### src/common/output_clock_driver_defines.vh
// Register map, field positions and codes for the output clock driver control.
`ifndef OUTPUT_CLOCK_DRIVER_DEFINES_VH
`define OUTPUT_CLOCK_DRIVER_DEFINES_VH

// ============================================================
// Register indices (byte address is four times the index)
`define APB_ADDR_W          12
`define IDX_W               10
`define IDX_GLOBAL_GATE     10'h102
`define IDX_DRIVER_CONFIG   10'h108
`define IDX_FORMAT_CONTROL  10'h109
`define IDX_SWING_AMPLITUDE 10'h10A
`define IDX_STATUS          10'h150
`define IDX_DIVIDER_VALUE   10'h151

// ============================================================
// Driver configuration fields
`define CFG_PDN_BIT         0
`define CFG_OE_BIT          1
`define CFG_FORCE_HALF_BIT  2

// ============================================================
// Format control fields
`define FMT_SEL_HI          2
`define FMT_SEL_LO          0
`define FMT_SYNC_BIT        3
`define FMT_DIS_HI          5
`define FMT_DIS_LO          4
`define FMT_IMP_HI          7
`define FMT_IMP_LO          6

// ============================================================
// Swing register fields
`define SWG_CM_HI           3
`define SWG_CM_LO           0
`define SWG_AMP_HI          6
`define SWG_AMP_LO          4

// ============================================================
// Format codes and disabled levels
`define FMT_DIFF_NORMAL     3'h1
`define FMT_DIFF_HIGH       3'h2
`define FMT_RESERVED_3      3'h3
`define FMT_SE_BOTH         3'h4
`define FMT_SE_PLUS         3'h5
`define FMT_SE_MINUS        3'h6
`define DIS_LEVEL_LOW       2'h0
`define DIS_LEVEL_HIGH      2'h1

// ============================================================
// Reset values and divider constants
`define RST_DRIVER_CONFIG   8'h00
`define RST_FORMAT_CONTROL  8'h00
`define RST_SWING_AMPLITUDE 8'h00
`define RST_GLOBAL_GATE     8'h01
`define RST_DIVIDER_VALUE   8'h00
`define HALF_PERIOD_FORCED  9'h001
`define HALF_PERIOD_ONE     9'h001

`endif

### src/hw/output_clock_driver_control.v
// Control logic for one clock output driver: registers, final divider and glitchless gating.
//
// Functional notes
// - Config bit 0 powers the regulator down.
// - Powered down: both pins weakly pulled low.
// - Config bit 1 enables the clock output.
// - Config bit 2 forces divide by two.
// - Format bits 2:0 select the driver type.
// - Sync bit gates changes to output clock.
// - Disable-state bits 5:4 pick idle level.
// - Bits 7:6 impedance, single-ended formats only.
// - Common-mode field used for formats 1, 2.
// - Amplitude field used for formats 1, 2, 3.
// - Global gate clear disables every driver.
//
// Chosen here: the APB register port.
`timescale 1ns/1ns
`default_nettype none
`include "output_clock_driver_defines.vh"

module output_clock_driver_control
(
    input  wire        clk,              // System clock, 100 MHz.
    input  wire        reset,            // Synchronous reset, active high.
    input  wire        psel,             // APB select.
    input  wire        penable,          // APB access phase.
    input  wire        pwrite,           // APB direction, high for write.
    input  wire [11:0] paddr,            // APB byte address.
    input  wire [31:0] pwdata,           // APB write data.
    output wire        pready,           // APB ready, always high.
    output reg  [31:0] prdata,           // APB read data.
    output reg         pslverr,          // APB error on unmapped address.
    output reg         regulator_off,    // Regulator power-down control.
    output reg         weak_pull_low,    // Weak pull-down on both pins.
    output reg         pin_plus,         // Plus pin level.
    output reg         pin_plus_oe,      // Plus pin actively driven.
    output reg         pin_minus,        // Minus pin level.
    output reg         pin_minus_oe,     // Minus pin actively driven.
    output reg  [1:0]  impedance_sel,    // Single-ended impedance in use.
    output reg  [3:0]  common_mode_sel,  // Common-mode code in use.
    output reg  [2:0]  amplitude_sel     // Amplitude code in use.
);

    // ============================================================
    // Register storage

    reg  [7:0]  driver_config;
    reg  [7:0]  format_control;
    reg  [7:0]  swing_amplitude;
    reg  [7:0]  global_gate;
    reg  [7:0]  divider_value;

    // Gating state and the divided clock itself.
    reg  [8:0]  half_count;
    reg         out_clock;
    reg         gated_enable;
    reg         gated_power_down;

    wire [`IDX_W-1:0] reg_index;
    wire              setup_phase;
    wire              write_strobe;
    wire              index_mapped;
    wire [2:0]        format_sel;
    wire              sync_enable;
    wire [1:0]        disabled_level;
    wire [8:0]        half_period;
    wire              half_done;
    wire              period_boundary;
    wire              next_out_clock;
    wire              requested_enable;
    wire              requested_power_down;
    wire [7:0]        status_word;

    reg  [7:0]        next_read;
    reg               next_enable;
    reg               next_power_down;
    reg               disabled_value;

    // ============================================================
    // APB slave decode

    // Zero wait states: read data is latched in the setup cycle, so the
    // access cycle can always complete and no stall logic is needed.
    assign pready       = 1'b1;
    assign reg_index    = paddr[`APB_ADDR_W-1:2];
    assign setup_phase  = psel & ~penable;
    assign write_strobe = psel & penable & pwrite & ~pslverr;

    assign index_mapped = (reg_index == `IDX_GLOBAL_GATE)
                        | (reg_index == `IDX_DRIVER_CONFIG)
                        | (reg_index == `IDX_FORMAT_CONTROL)
                        | (reg_index == `IDX_SWING_AMPLITUDE)
                        | (reg_index == `IDX_STATUS)
                        | (reg_index == `IDX_DIVIDER_VALUE);

    // Status shows the live gating state and the clock level.
    assign status_word = {5'h00, out_clock, gated_power_down, gated_enable};

    // Read multiplexer; unmapped and unused bits read as zero.
    always @*
    begin
        case (reg_index)
            `IDX_GLOBAL_GATE:     next_read = {7'h00, global_gate[0]};
            `IDX_DRIVER_CONFIG:   next_read = {5'h00, driver_config[2:0]};
            `IDX_FORMAT_CONTROL:  next_read = format_control;
            `IDX_SWING_AMPLITUDE: next_read = {1'b0, swing_amplitude[6:0]};
            `IDX_STATUS:          next_read = status_word;
            `IDX_DIVIDER_VALUE:   next_read = divider_value;
            default:              next_read = 8'h00;
        endcase
    end

    // Read data and error are captured in the setup cycle and held.
    always @(posedge clk)
    begin
        if (reset)
        begin
            prdata  <= 32'h0000_0000;
            pslverr <= 1'b0;
        end
        else if (setup_phase)
        begin
            prdata  <= {24'h000000, next_read};
            pslverr <= ~index_mapped;
        end
    end

    // ============================================================
    // Register writes

    // Writes take effect at the access edge; status is read-only and
    // writes to it are silently dropped.
    always @(posedge clk)
    begin
        if (reset)
        begin
            driver_config   <= `RST_DRIVER_CONFIG;
            format_control  <= `RST_FORMAT_CONTROL;
            swing_amplitude <= `RST_SWING_AMPLITUDE;
            global_gate     <= `RST_GLOBAL_GATE;
            divider_value   <= `RST_DIVIDER_VALUE;
        end
        else if (write_strobe)
        begin
            case (reg_index)
                `IDX_GLOBAL_GATE:     global_gate     <= {7'h00, pwdata[0]};
                `IDX_DRIVER_CONFIG:   driver_config   <= {5'h00, pwdata[2:0]};
                `IDX_FORMAT_CONTROL:  format_control  <= pwdata[7:0];
                `IDX_SWING_AMPLITUDE: swing_amplitude <= {1'b0, pwdata[6:0]};
                `IDX_DIVIDER_VALUE:   divider_value   <= pwdata[7:0];
                default:              divider_value   <= divider_value;
            endcase
        end
    end

    // ============================================================
    // Field extraction

    assign format_sel     = format_control[`FMT_SEL_HI:`FMT_SEL_LO];
    assign sync_enable    = format_control[`FMT_SYNC_BIT];
    assign disabled_level = format_control[`FMT_DIS_HI:`FMT_DIS_LO];

    // output enable through the global gate
    assign requested_enable = driver_config[`CFG_OE_BIT] & global_gate[0];

    assign requested_power_down = driver_config[`CFG_PDN_BIT];

    // ============================================================
    // Final divider

    // forced divide by two overrides the programmed ratio
    // The ratio is even, 2*(value+1); a half period of one cycle is divide by two.
    assign half_period = driver_config[`CFG_FORCE_HALF_BIT] ? `HALF_PERIOD_FORCED
                       : ({1'b0, divider_value} + `HALF_PERIOD_ONE);

    assign half_done = (half_count >= half_period - `HALF_PERIOD_ONE);

    // a period ends when the low half completes
    assign period_boundary = half_done & ~out_clock;

    // Level the clock takes at this edge; pins follow it with no lag.
    assign next_out_clock = half_done ? ~out_clock : out_clock;

    // The divider keeps running while disabled so that boundaries keep coming.
    always @(posedge clk)
    begin
        if (reset)
        begin
            half_count <= 9'h000;
            out_clock  <= 1'b0;
        end
        else if (half_done)
        begin
            half_count <= 9'h000;
            out_clock  <= ~out_clock;
        end
        else
        begin
            half_count <= half_count + 9'h001;
        end
    end

    // ============================================================
    // Glitchless gating

    // synced changes wait for the output clock, others act at once
    always @*
    begin
        next_enable     = gated_enable;
        next_power_down = gated_power_down;
        if (!sync_enable || period_boundary)
        begin
            next_enable     = requested_enable;
            next_power_down = requested_power_down;
        end
    end

    // gate state moves at once, or with sync set only as a low half of the output clock ends
    always @(posedge clk)
    begin
        if (reset)
        begin
            gated_enable     <= 1'b0;
            gated_power_down <= 1'b0;
        end
        else
        begin
            gated_enable     <= next_enable;
            gated_power_down <= next_power_down;
        end
    end

    // ============================================================
    // Pin drive

    // disabled level, reserved codes fall back to low
    always @*
    begin
        case (disabled_level)
            `DIS_LEVEL_LOW:  disabled_value = 1'b0;
            `DIS_LEVEL_HIGH: disabled_value = 1'b1;
            default:         disabled_value = 1'b0;
        endcase
    end

    // Pins are registered so nothing combinational reaches the pads.
    always @(posedge clk)
    begin
        if (reset)
        begin
            regulator_off <= 1'b0;
            weak_pull_low <= 1'b0;
            pin_plus      <= 1'b0;
            pin_plus_oe   <= 1'b0;
            pin_minus     <= 1'b0;
            pin_minus_oe  <= 1'b0;
        end
        else if (next_power_down)
        begin
            // regulator off, pins released to the weak pull
            regulator_off <= 1'b1;
            weak_pull_low <= 1'b1;
            pin_plus      <= 1'b0;
            pin_plus_oe   <= 1'b0;
            pin_minus     <= 1'b0;
            pin_minus_oe  <= 1'b0;
        end
        else if (!next_enable)
        begin
            // disabled driver holds the chosen level
            regulator_off <= 1'b0;
            weak_pull_low <= 1'b0;
            pin_plus      <= disabled_value;
            pin_plus_oe   <= 1'b1;
            pin_minus     <= disabled_value;
            pin_minus_oe  <= 1'b1;
        end
        else
        begin
            regulator_off <= 1'b0;
            weak_pull_low <= 1'b0;
            // driver type from the format code
            case (format_sel)
                `FMT_DIFF_NORMAL, `FMT_DIFF_HIGH:
                begin
                    pin_plus     <= ~next_out_clock;
                    pin_plus_oe  <= 1'b1;
                    pin_minus    <= next_out_clock;
                    pin_minus_oe <= 1'b1;
                end
                `FMT_SE_BOTH:
                begin
                    pin_plus     <= ~next_out_clock;
                    pin_plus_oe  <= 1'b1;
                    pin_minus    <= ~next_out_clock;
                    pin_minus_oe <= 1'b1;
                end
                `FMT_SE_PLUS:
                begin
                    pin_plus     <= ~next_out_clock;
                    pin_plus_oe  <= 1'b1;
                    pin_minus    <= 1'b0;
                    pin_minus_oe <= 1'b0;
                end
                `FMT_SE_MINUS:
                begin
                    pin_plus     <= 1'b0;
                    pin_plus_oe  <= 1'b0;
                    pin_minus    <= ~next_out_clock;
                    pin_minus_oe <= 1'b1;
                end
                default:
                begin
                    // Reserved codes leave both pins undriven.
                    pin_plus     <= 1'b0;
                    pin_plus_oe  <= 1'b0;
                    pin_minus    <= 1'b0;
                    pin_minus_oe <= 1'b0;
                end
            endcase
        end
    end

    // ============================================================
    // Analog setting qualification

    // Settings that do not apply to the chosen format are forced to zero
    // so the analog side never sees a stale code.
    always @(posedge clk)
    begin
        if (reset)
        begin
            impedance_sel   <= 2'h0;
            common_mode_sel <= 4'h0;
            amplitude_sel   <= 3'h0;
        end
        else
        begin
            if ((format_sel == `FMT_SE_BOTH) || (format_sel == `FMT_SE_PLUS)
                || (format_sel == `FMT_SE_MINUS))
                impedance_sel <= format_control[`FMT_IMP_HI:`FMT_IMP_LO];
            else
                impedance_sel <= 2'h0;
            // common mode only for differential formats
            if ((format_sel == `FMT_DIFF_NORMAL) || (format_sel == `FMT_DIFF_HIGH))
                common_mode_sel <= swing_amplitude[`SWG_CM_HI:`SWG_CM_LO];
            else
                common_mode_sel <= 4'h0;
            // amplitude for formats one to three
            if ((format_sel == `FMT_DIFF_NORMAL) || (format_sel == `FMT_DIFF_HIGH)
                || (format_sel == `FMT_RESERVED_3))
                amplitude_sel <= swing_amplitude[`SWG_AMP_HI:`SWG_AMP_LO];
            else
                amplitude_sel <= 3'h0;
        end
    end

endmodule // output_clock_driver_control

`default_nettype wire

### config.mk
export PLATFORM = sky130hd
export DESIGN_NAME = output_clock_driver_control
export DESIGN_NICKNAME = d
export VERILOG_FILES = /design/src/hw/output_clock_driver_control.v
export VERILOG_INCLUDE_DIRS = /design/src /design/src/common
export SDC_FILE = /design/constraint.sdc
export NUM_CORES = 1
export LEC_CHECK = 0
export BUFFER_PORTS_ARGS = -buffer_cell sky130_fd_sc_hd__buf_2
export CAP_MARGIN = 10
export CORE_MARGIN = 4
export CORE_UTILIZATION = 51
export DETAILED_ROUTE_END_ITERATION = 12
export GPL_ROUTABILITY_DRIVEN = 1
export PLACE_DENSITY = 0.79
export SYNTH_ARGS = -nofsm -noshare
export SYNTH_HDL_FRONTEND = slang
export SYNTH_SLANG_ARGS = --single-unit
### constraint.sdc
create_clock -name clk -period 4.8 [get_ports clk]
set_input_delay 0.72 -clock clk [delete_from_list [all_inputs] [get_ports clk]]
set_output_delay 0.72 -clock clk [all_outputs]
set_load 0.02 [all_outputs]
# [Word level (Yosys, flattened, before mapping)]
# Index checks and enable logic that the tools add are counted.
[totals] wordCells=90 output_inout_bits=49 in_bits=49 ff_bits=62
[classes] n_eq_ne=13 n_mux=15 reduce_logical=20 bitwise_logic=19 n_lt_le_gt_ge=1 addsub=3
[ops] operator="$eq 10x9->1 const B" n=6
[ops] operator="$pmux 8 s6" n=1
[ops] operator="$reduce_or 2->1" n=7
[ops] operator="$mux 1" n=12
[ops] operator="$reduce_and 2->1" n=5
[ops] operator="$add 8x1->9 const B" n=1
[ops] operator="$add 9x1->9 const B" n=1
[ops] operator="$eq 3x3->1 const B" n=3
[ops] operator="$ge 9x9->1" n=1
[ops] operator="$mux 9" n=1
[ops] operator="$sub 9x1->9 const B" n=1
[ops] operator="$not 1->1" n=8
[ops] operator="$reduce_or 4->1" n=2
[ops] operator="$and 1x1->1" n=6
[ops] operator="$eq 3x2->1 const B" n=2
[ops] operator="$logic_or 1x1->1" n=5
[ops] operator="$or 1x1->1" n=5
[ops] operator="$eq 3x1->1 const B" n=1
[ops] operator="$eq 2x1->1 const B" n=1
[ops] operator="$pmux 1 s2" n=1
[ops] operator="$logic_not 1->1" n=1

# [Logic depth before layout (Yosys ltp)]
[logic_depth] ltp_word=8 mapped_depth=18 mapped_depth_nobuf=18

# [Worst setup path before layout]
# No wires, ideal clock.
[synth_timing] path_type="reg-to-reg" startpoint="register divider_value[0]" endpoint="register pin_plus" stages_incl_launch_ff=17 n_path_buf=0 arrival_ns=3.719 period_less_slack_ns=3.778 setup_time_ns=0.059 t_required_ns=4.741 path_slack_ns=1.022 cell_sequence="dfxtp_1 > ha_1 > nand3_1 > mux2_2 > nor3_1 > o21ai_0 > xor2_1 > ha_1 > a21o_1 > a221oi_1 > o21ai_1 > a21o_1 > ha_1 > nand2b_1 > a31oi_1 > mux2i_1 > and2_1"
[synth_between] elab_chain_len=8 word_cells_on_any_way=13 cone_classes="2 x add/sub; 1 x order compare; 6 x mux; 2 x bitwise; 2 x reduce/logical"
[synth_lines] element="start, declared" line="output_clock_driver_control.v:51" rtl="reg [7:0] divider_value;"
[synth_lines] element="start signal, assigned" line="output_clock_driver_control.v:141" rtl="divider_value <= `RST_DIVIDER_VALUE;"
[synth_lines] element="start signal, assigned" line="output_clock_driver_control.v:150" rtl="`IDX_DIVIDER_VALUE: divider_value <= pwdata[7:0];"
[synth_lines] element="start signal, assigned" line="output_clock_driver_control.v:151" rtl="default: divider_value <= divider_value;"
[synth_lines] element="$add 8x1->9 (no line) (*)"
[synth_lines] element="$mux 9 (*)" line="output_clock_driver_control.v:173" rtl="assign half_period = driver_config[`CFG_FORCE_HALF_BIT] ? `HALF_PERIOD_FORCED"
[synth_lines] element="$sub 9x1->9 (no line) (*)"
[synth_lines] element="$ge 9x9->1 (no line) (*)"
[synth_lines] element="$and 1x1->1 or $mux 1 (tied branches)"
[synth_lines] element="$logic_or 1x1->1 or $not 1->1 (tied branches)"
[synth_lines] element="$mux 1, on equally long branches"
[synth_lines] element="$mux 1 or $reduce_or 2->1 (tied branches)"
[synth_lines] element="end signal, assigned" line="output_clock_driver_control.v:273" rtl="pin_plus <= disabled_value;"
[synth_lines] element="end signal, assigned" line="output_clock_driver_control.v:286" rtl="pin_plus <= ~next_out_clock;"
[synth_lines] element="end signal, assigned" line="output_clock_driver_control.v:293" rtl="pin_plus <= ~next_out_clock;"
[synth_lines] element="end, declared" line="output_clock_driver_control.v:35" rtl="output reg pin_plus,"
# Mark *: on every way between the ends. The rest lies on a longest branch, timed or not.
# A chain may end at the register's enable or synchronous reset.

# [Worst setup path after layout]
# Same ends and word-level chain as after synthesis.

==> results.ini <==
[detailed_routing]
wl_mm=7.300
firstDrtPassIters=5
route.detailed.drc=0
wl_per_cell_um=14.40
dr.first_iter.drc_count=204
vias_per_cell=5.373
vias=2724
ant_nets=0

[logic_synthesis]
synth_area_leaders=dfxtp_1 (37%), mux2i_1 (7.5%), buf_4 (5.8%)
synth_top_area_share_pct=36.51
synthFlopType=dfxtp_1
synthDistinctLibCells=51
synth_commonest_cells=dfxtp_1 (61), nor2_1 (41), nand2_1 (35), buf_4 (26), mux2i_1 (25)
synthArstFlopShare_pct=0
synth_area_um2=3344
yosys_warnings=0
synth.yosys.seq_area_share_pct=36.51
ys_ff_latch=61
synth_area_per_cell_um2=8.687
synthCells=385
synth_edf_count=0
yosysTopAreaCell=dfxtp_1
yosysMostFrequentCell=dfxtp_1

[timing]
timing.fmax_ghz=0.2382
slew_violations=0
finalSetupViolCount=0
layout_min_cycle_time_ns=4.197
relSlewSlack_pct=50.56
fin_worst_skew_ns=0.007862
fin_tns_setup_ns=0
min_period_over_period_pct=87.45
rsz0062_at_grt=no
tightest_slew_ns=0.7416
hold_viol_final=0

[worst_setup_path]
criticalPathCategory=flop to flop
crit_path_end_kind=flop
slowest_delay_ns=0.49
r2r_slack_ns=0.60
critPathMostFrequentCell=ha_1
startpoint=divider_value[0]
cp_cell_sequence=ha_1 > nand2b_1 > ha_1 > o21ai_0 > nor3_1 > o21ai_0 > xor2_1 > ha_1 > a21o_1 > a221oi_1 > o21ai_1 > a21o_1 > ha_1 > nand2b_1 > a31oi_1 > mux2i_1 > and2_1
critPathLaunchType=flop
cp-endpoint=pin_plus
worstPathRequired_ns=5.08
reg2regPathDepth=17
cp_slowest_cell=a31oi_1
rr_startpoint=divider_value[0]
worstPathMaxFanout=7
worstReg2RegEnd=pin_plus
cp_data_arrival_time_ns=4.48

[die]
initial_core_util_pct=52.67
design.core.area_um2=6350
die_y_um=88.98
row_count=29
die_x_um=88.98
ioPinCount=98
dieArea_um2=7917

[placement]
io_buffers=46
dpl.hpwl_mm=5.526
placedInstanceArea_um2=3468
gp_congestion=0.8691

[clock_tree]
clock_sinks=61
clk-insertion-delay-late_ns=0.34
cts_max_level=3
root_buffer=clkbuf_8
post_cts_buffers=0
cts_tree=built
clk_pin_slew_ns=0.07
ctsResizeCount=0
hold_buffers=0
ctsLongestPathBuffers=2
cts_inserted_buffers=9

[global_routing]
grt_pass1_vias=2582
grt_pass1_wl_mm=12.03
grt_usage_pct=19.51
grt_overflow_total=0
grt_max_degree=45
antenna_found_initial=0

[pwr]
leakagePower_nw=1.536
ir_drop_uv=282.6
power.density_nw_per_um2=301.5

[final_layout]
synthToLayoutAreaGrowth_pct=10.85
fin_area_um2=3707
fin_nets=487
antenna_cells=0
n_fill_cell=557
drive_above_1_share_pct=16.51

[run]
maxCapViolCount=0

[min_path]
min_path_type=flop to flop

[run_status]
outcome=finished clean

## worst min path at each step
stage                        from               end  slack, ns  cells after the start
4_1_cts                 prdata[1]         prdata[1]       0.46                      2
6_report                prdata[1]         prdata[1]       0.45                      2
5_1_grt                 prdata[3]         prdata[3]       0.48                      2
2_1_floorplan  swing_amplitude[6]  amplitude_sel[2]       0.45                      1
3_3_place_gp            prdata[3]         prdata[3]       0.43                      2
3_5_place_dp            prdata[1]         prdata[1]       0.44                      2
## logic make-up after synthesis
family / share of synthesized area (%)
AOI/OAI and AO/OA: 13.66
xor gates and xnor gates: 4.452
adders and majority gates: 4.864
buffers and inverters: 9.540
DFF: 36.51
muxes: 8.492
other: 0.2246
and+or+nand+nor: 22.26
## placed cells by master (no fill, tap or decap), types with 3 or more instances in the layout
| master | Yosys | final |
|---|---|---|
| bufinv_16 | 0 | 3 |
| nand4_1 | 3 | 3 |
| a22oi_1 | 6 | 6 |
| buf_2 | 2 | 46 |
| nor2b_1 | 8 | 8 |
| dfxtp_1 | 61 | 61 |
| xnor2_1 | 10 | 10 |
| o22ai_1 | 3 | 3 |
| ha_1 | 13 | 13 |
| a2111oi_0 | 4 | 4 |
| mux2i_1 | 25 | 25 |
| inv_1 | 6 | 6 |
| nor3_1 | 4 | 4 |
| o21a_1 | 3 | 3 |
| o21ai_0 | 21 | 21 |
| nor2_1 | 41 | 41 |
| a2bb2oi_1 | 3 | 3 |
| a21oi_1 | 24 | 24 |
| nand2_1 | 35 | 35 |
| and2_1 | 6 | 6 |
| conb_1 | 2 | 25 |
| mux2_2 | 3 | 3 |
| clkbuf_8 | 2 | 9 |
| and3_1 | 9 | 9 |
| xor2_1 | 7 | 7 |
| a21o_1 | 4 | 4 |
| nand2b_1 | 7 | 7 |
| nand3_1 | 14 | 14 |
## power by group
group,internal (W),switching (W),leakage (nW)
registers,0.000509,0.00000125,0.493
clock network,0.000345,0.000199,0.116
logic,0.0000165,0.0000481,0.927
total,0.000870,0.000248,1.54
## flip-flops by register name, indices dropped and copies added (netlist names), named ones only
name / count
amplitude_sel: 3
common_mode_sel: 4
divider_value: 8
driver_config: 3
format_control: 8
gated_power_down: 1
global_gate: 1
half_count: 9
impedance_sel: 2
out_clock: 1
pin_minus: 1
pin_minus_oe: 1
pin_plus: 1
pin_plus_oe: 1
prdata: 8
pslverr: 1
swing_amplitude: 7
## through the flow
step	hold slack [ns]	cells	worst slack (ns)	utilization, %	total power, W
6_report	0.4513	507	0.6026	58.38	0.001118
5_1_grt	0.4832	507	0.2282	58.38	0.001156
3_5_place_dp	0.4422	491	0.6552	54.62	0.0005846
2_1_floorplan	0.4457	408	1.022	-	0.0005820
4_1_cts	0.4575	507	0.5888	58.38	0.001123
3_3_place_gp	0.4295	491	0.7448	54.62	0.0005840
## worst max-delay path, delay by kind of cell (launching register included)
family,cells,cell delay [ns]
and+or+nand+nor,4,0.74
xor gates and xnor gates,1,0.20
DFF,1,0.46
AOI/OAI and AO/OA,7,1.57
muxes,1,0.23
adders and majority gates,4,0.92
## layer usage
| metal | track usage [%] | share of wire (%) | vias to the layer above |
|---|---|---|---|
| met4 | 6.225 | 1.5 | 0 |
| met3 | 4.977 | 7.3 | 10 |
| li1 | - | - | 1375 |
| met1 | 23.53 | 42 | 1251 |
| met2 | 34.01 | 49 | 88 |
| met5 | 0 | 0 | - |
## cell type report
class / count / area [µm²] / area share [%]
repair buffers: 47 / 237.7 / 6.412
well taps: 77 / 96.34 / 2.599
clock inverters: 6 / 111.4 / 3.004
clock buffers: 10 / 127.6 / 3.442
flip-flops and latches: 61 / 1221 / 32.94
multi-input cells: 300 / 1891 / 51.00
inverters: 6 / 22.52 / 0.6075
No activity file was read; power rests on OpenSTA's default activity.
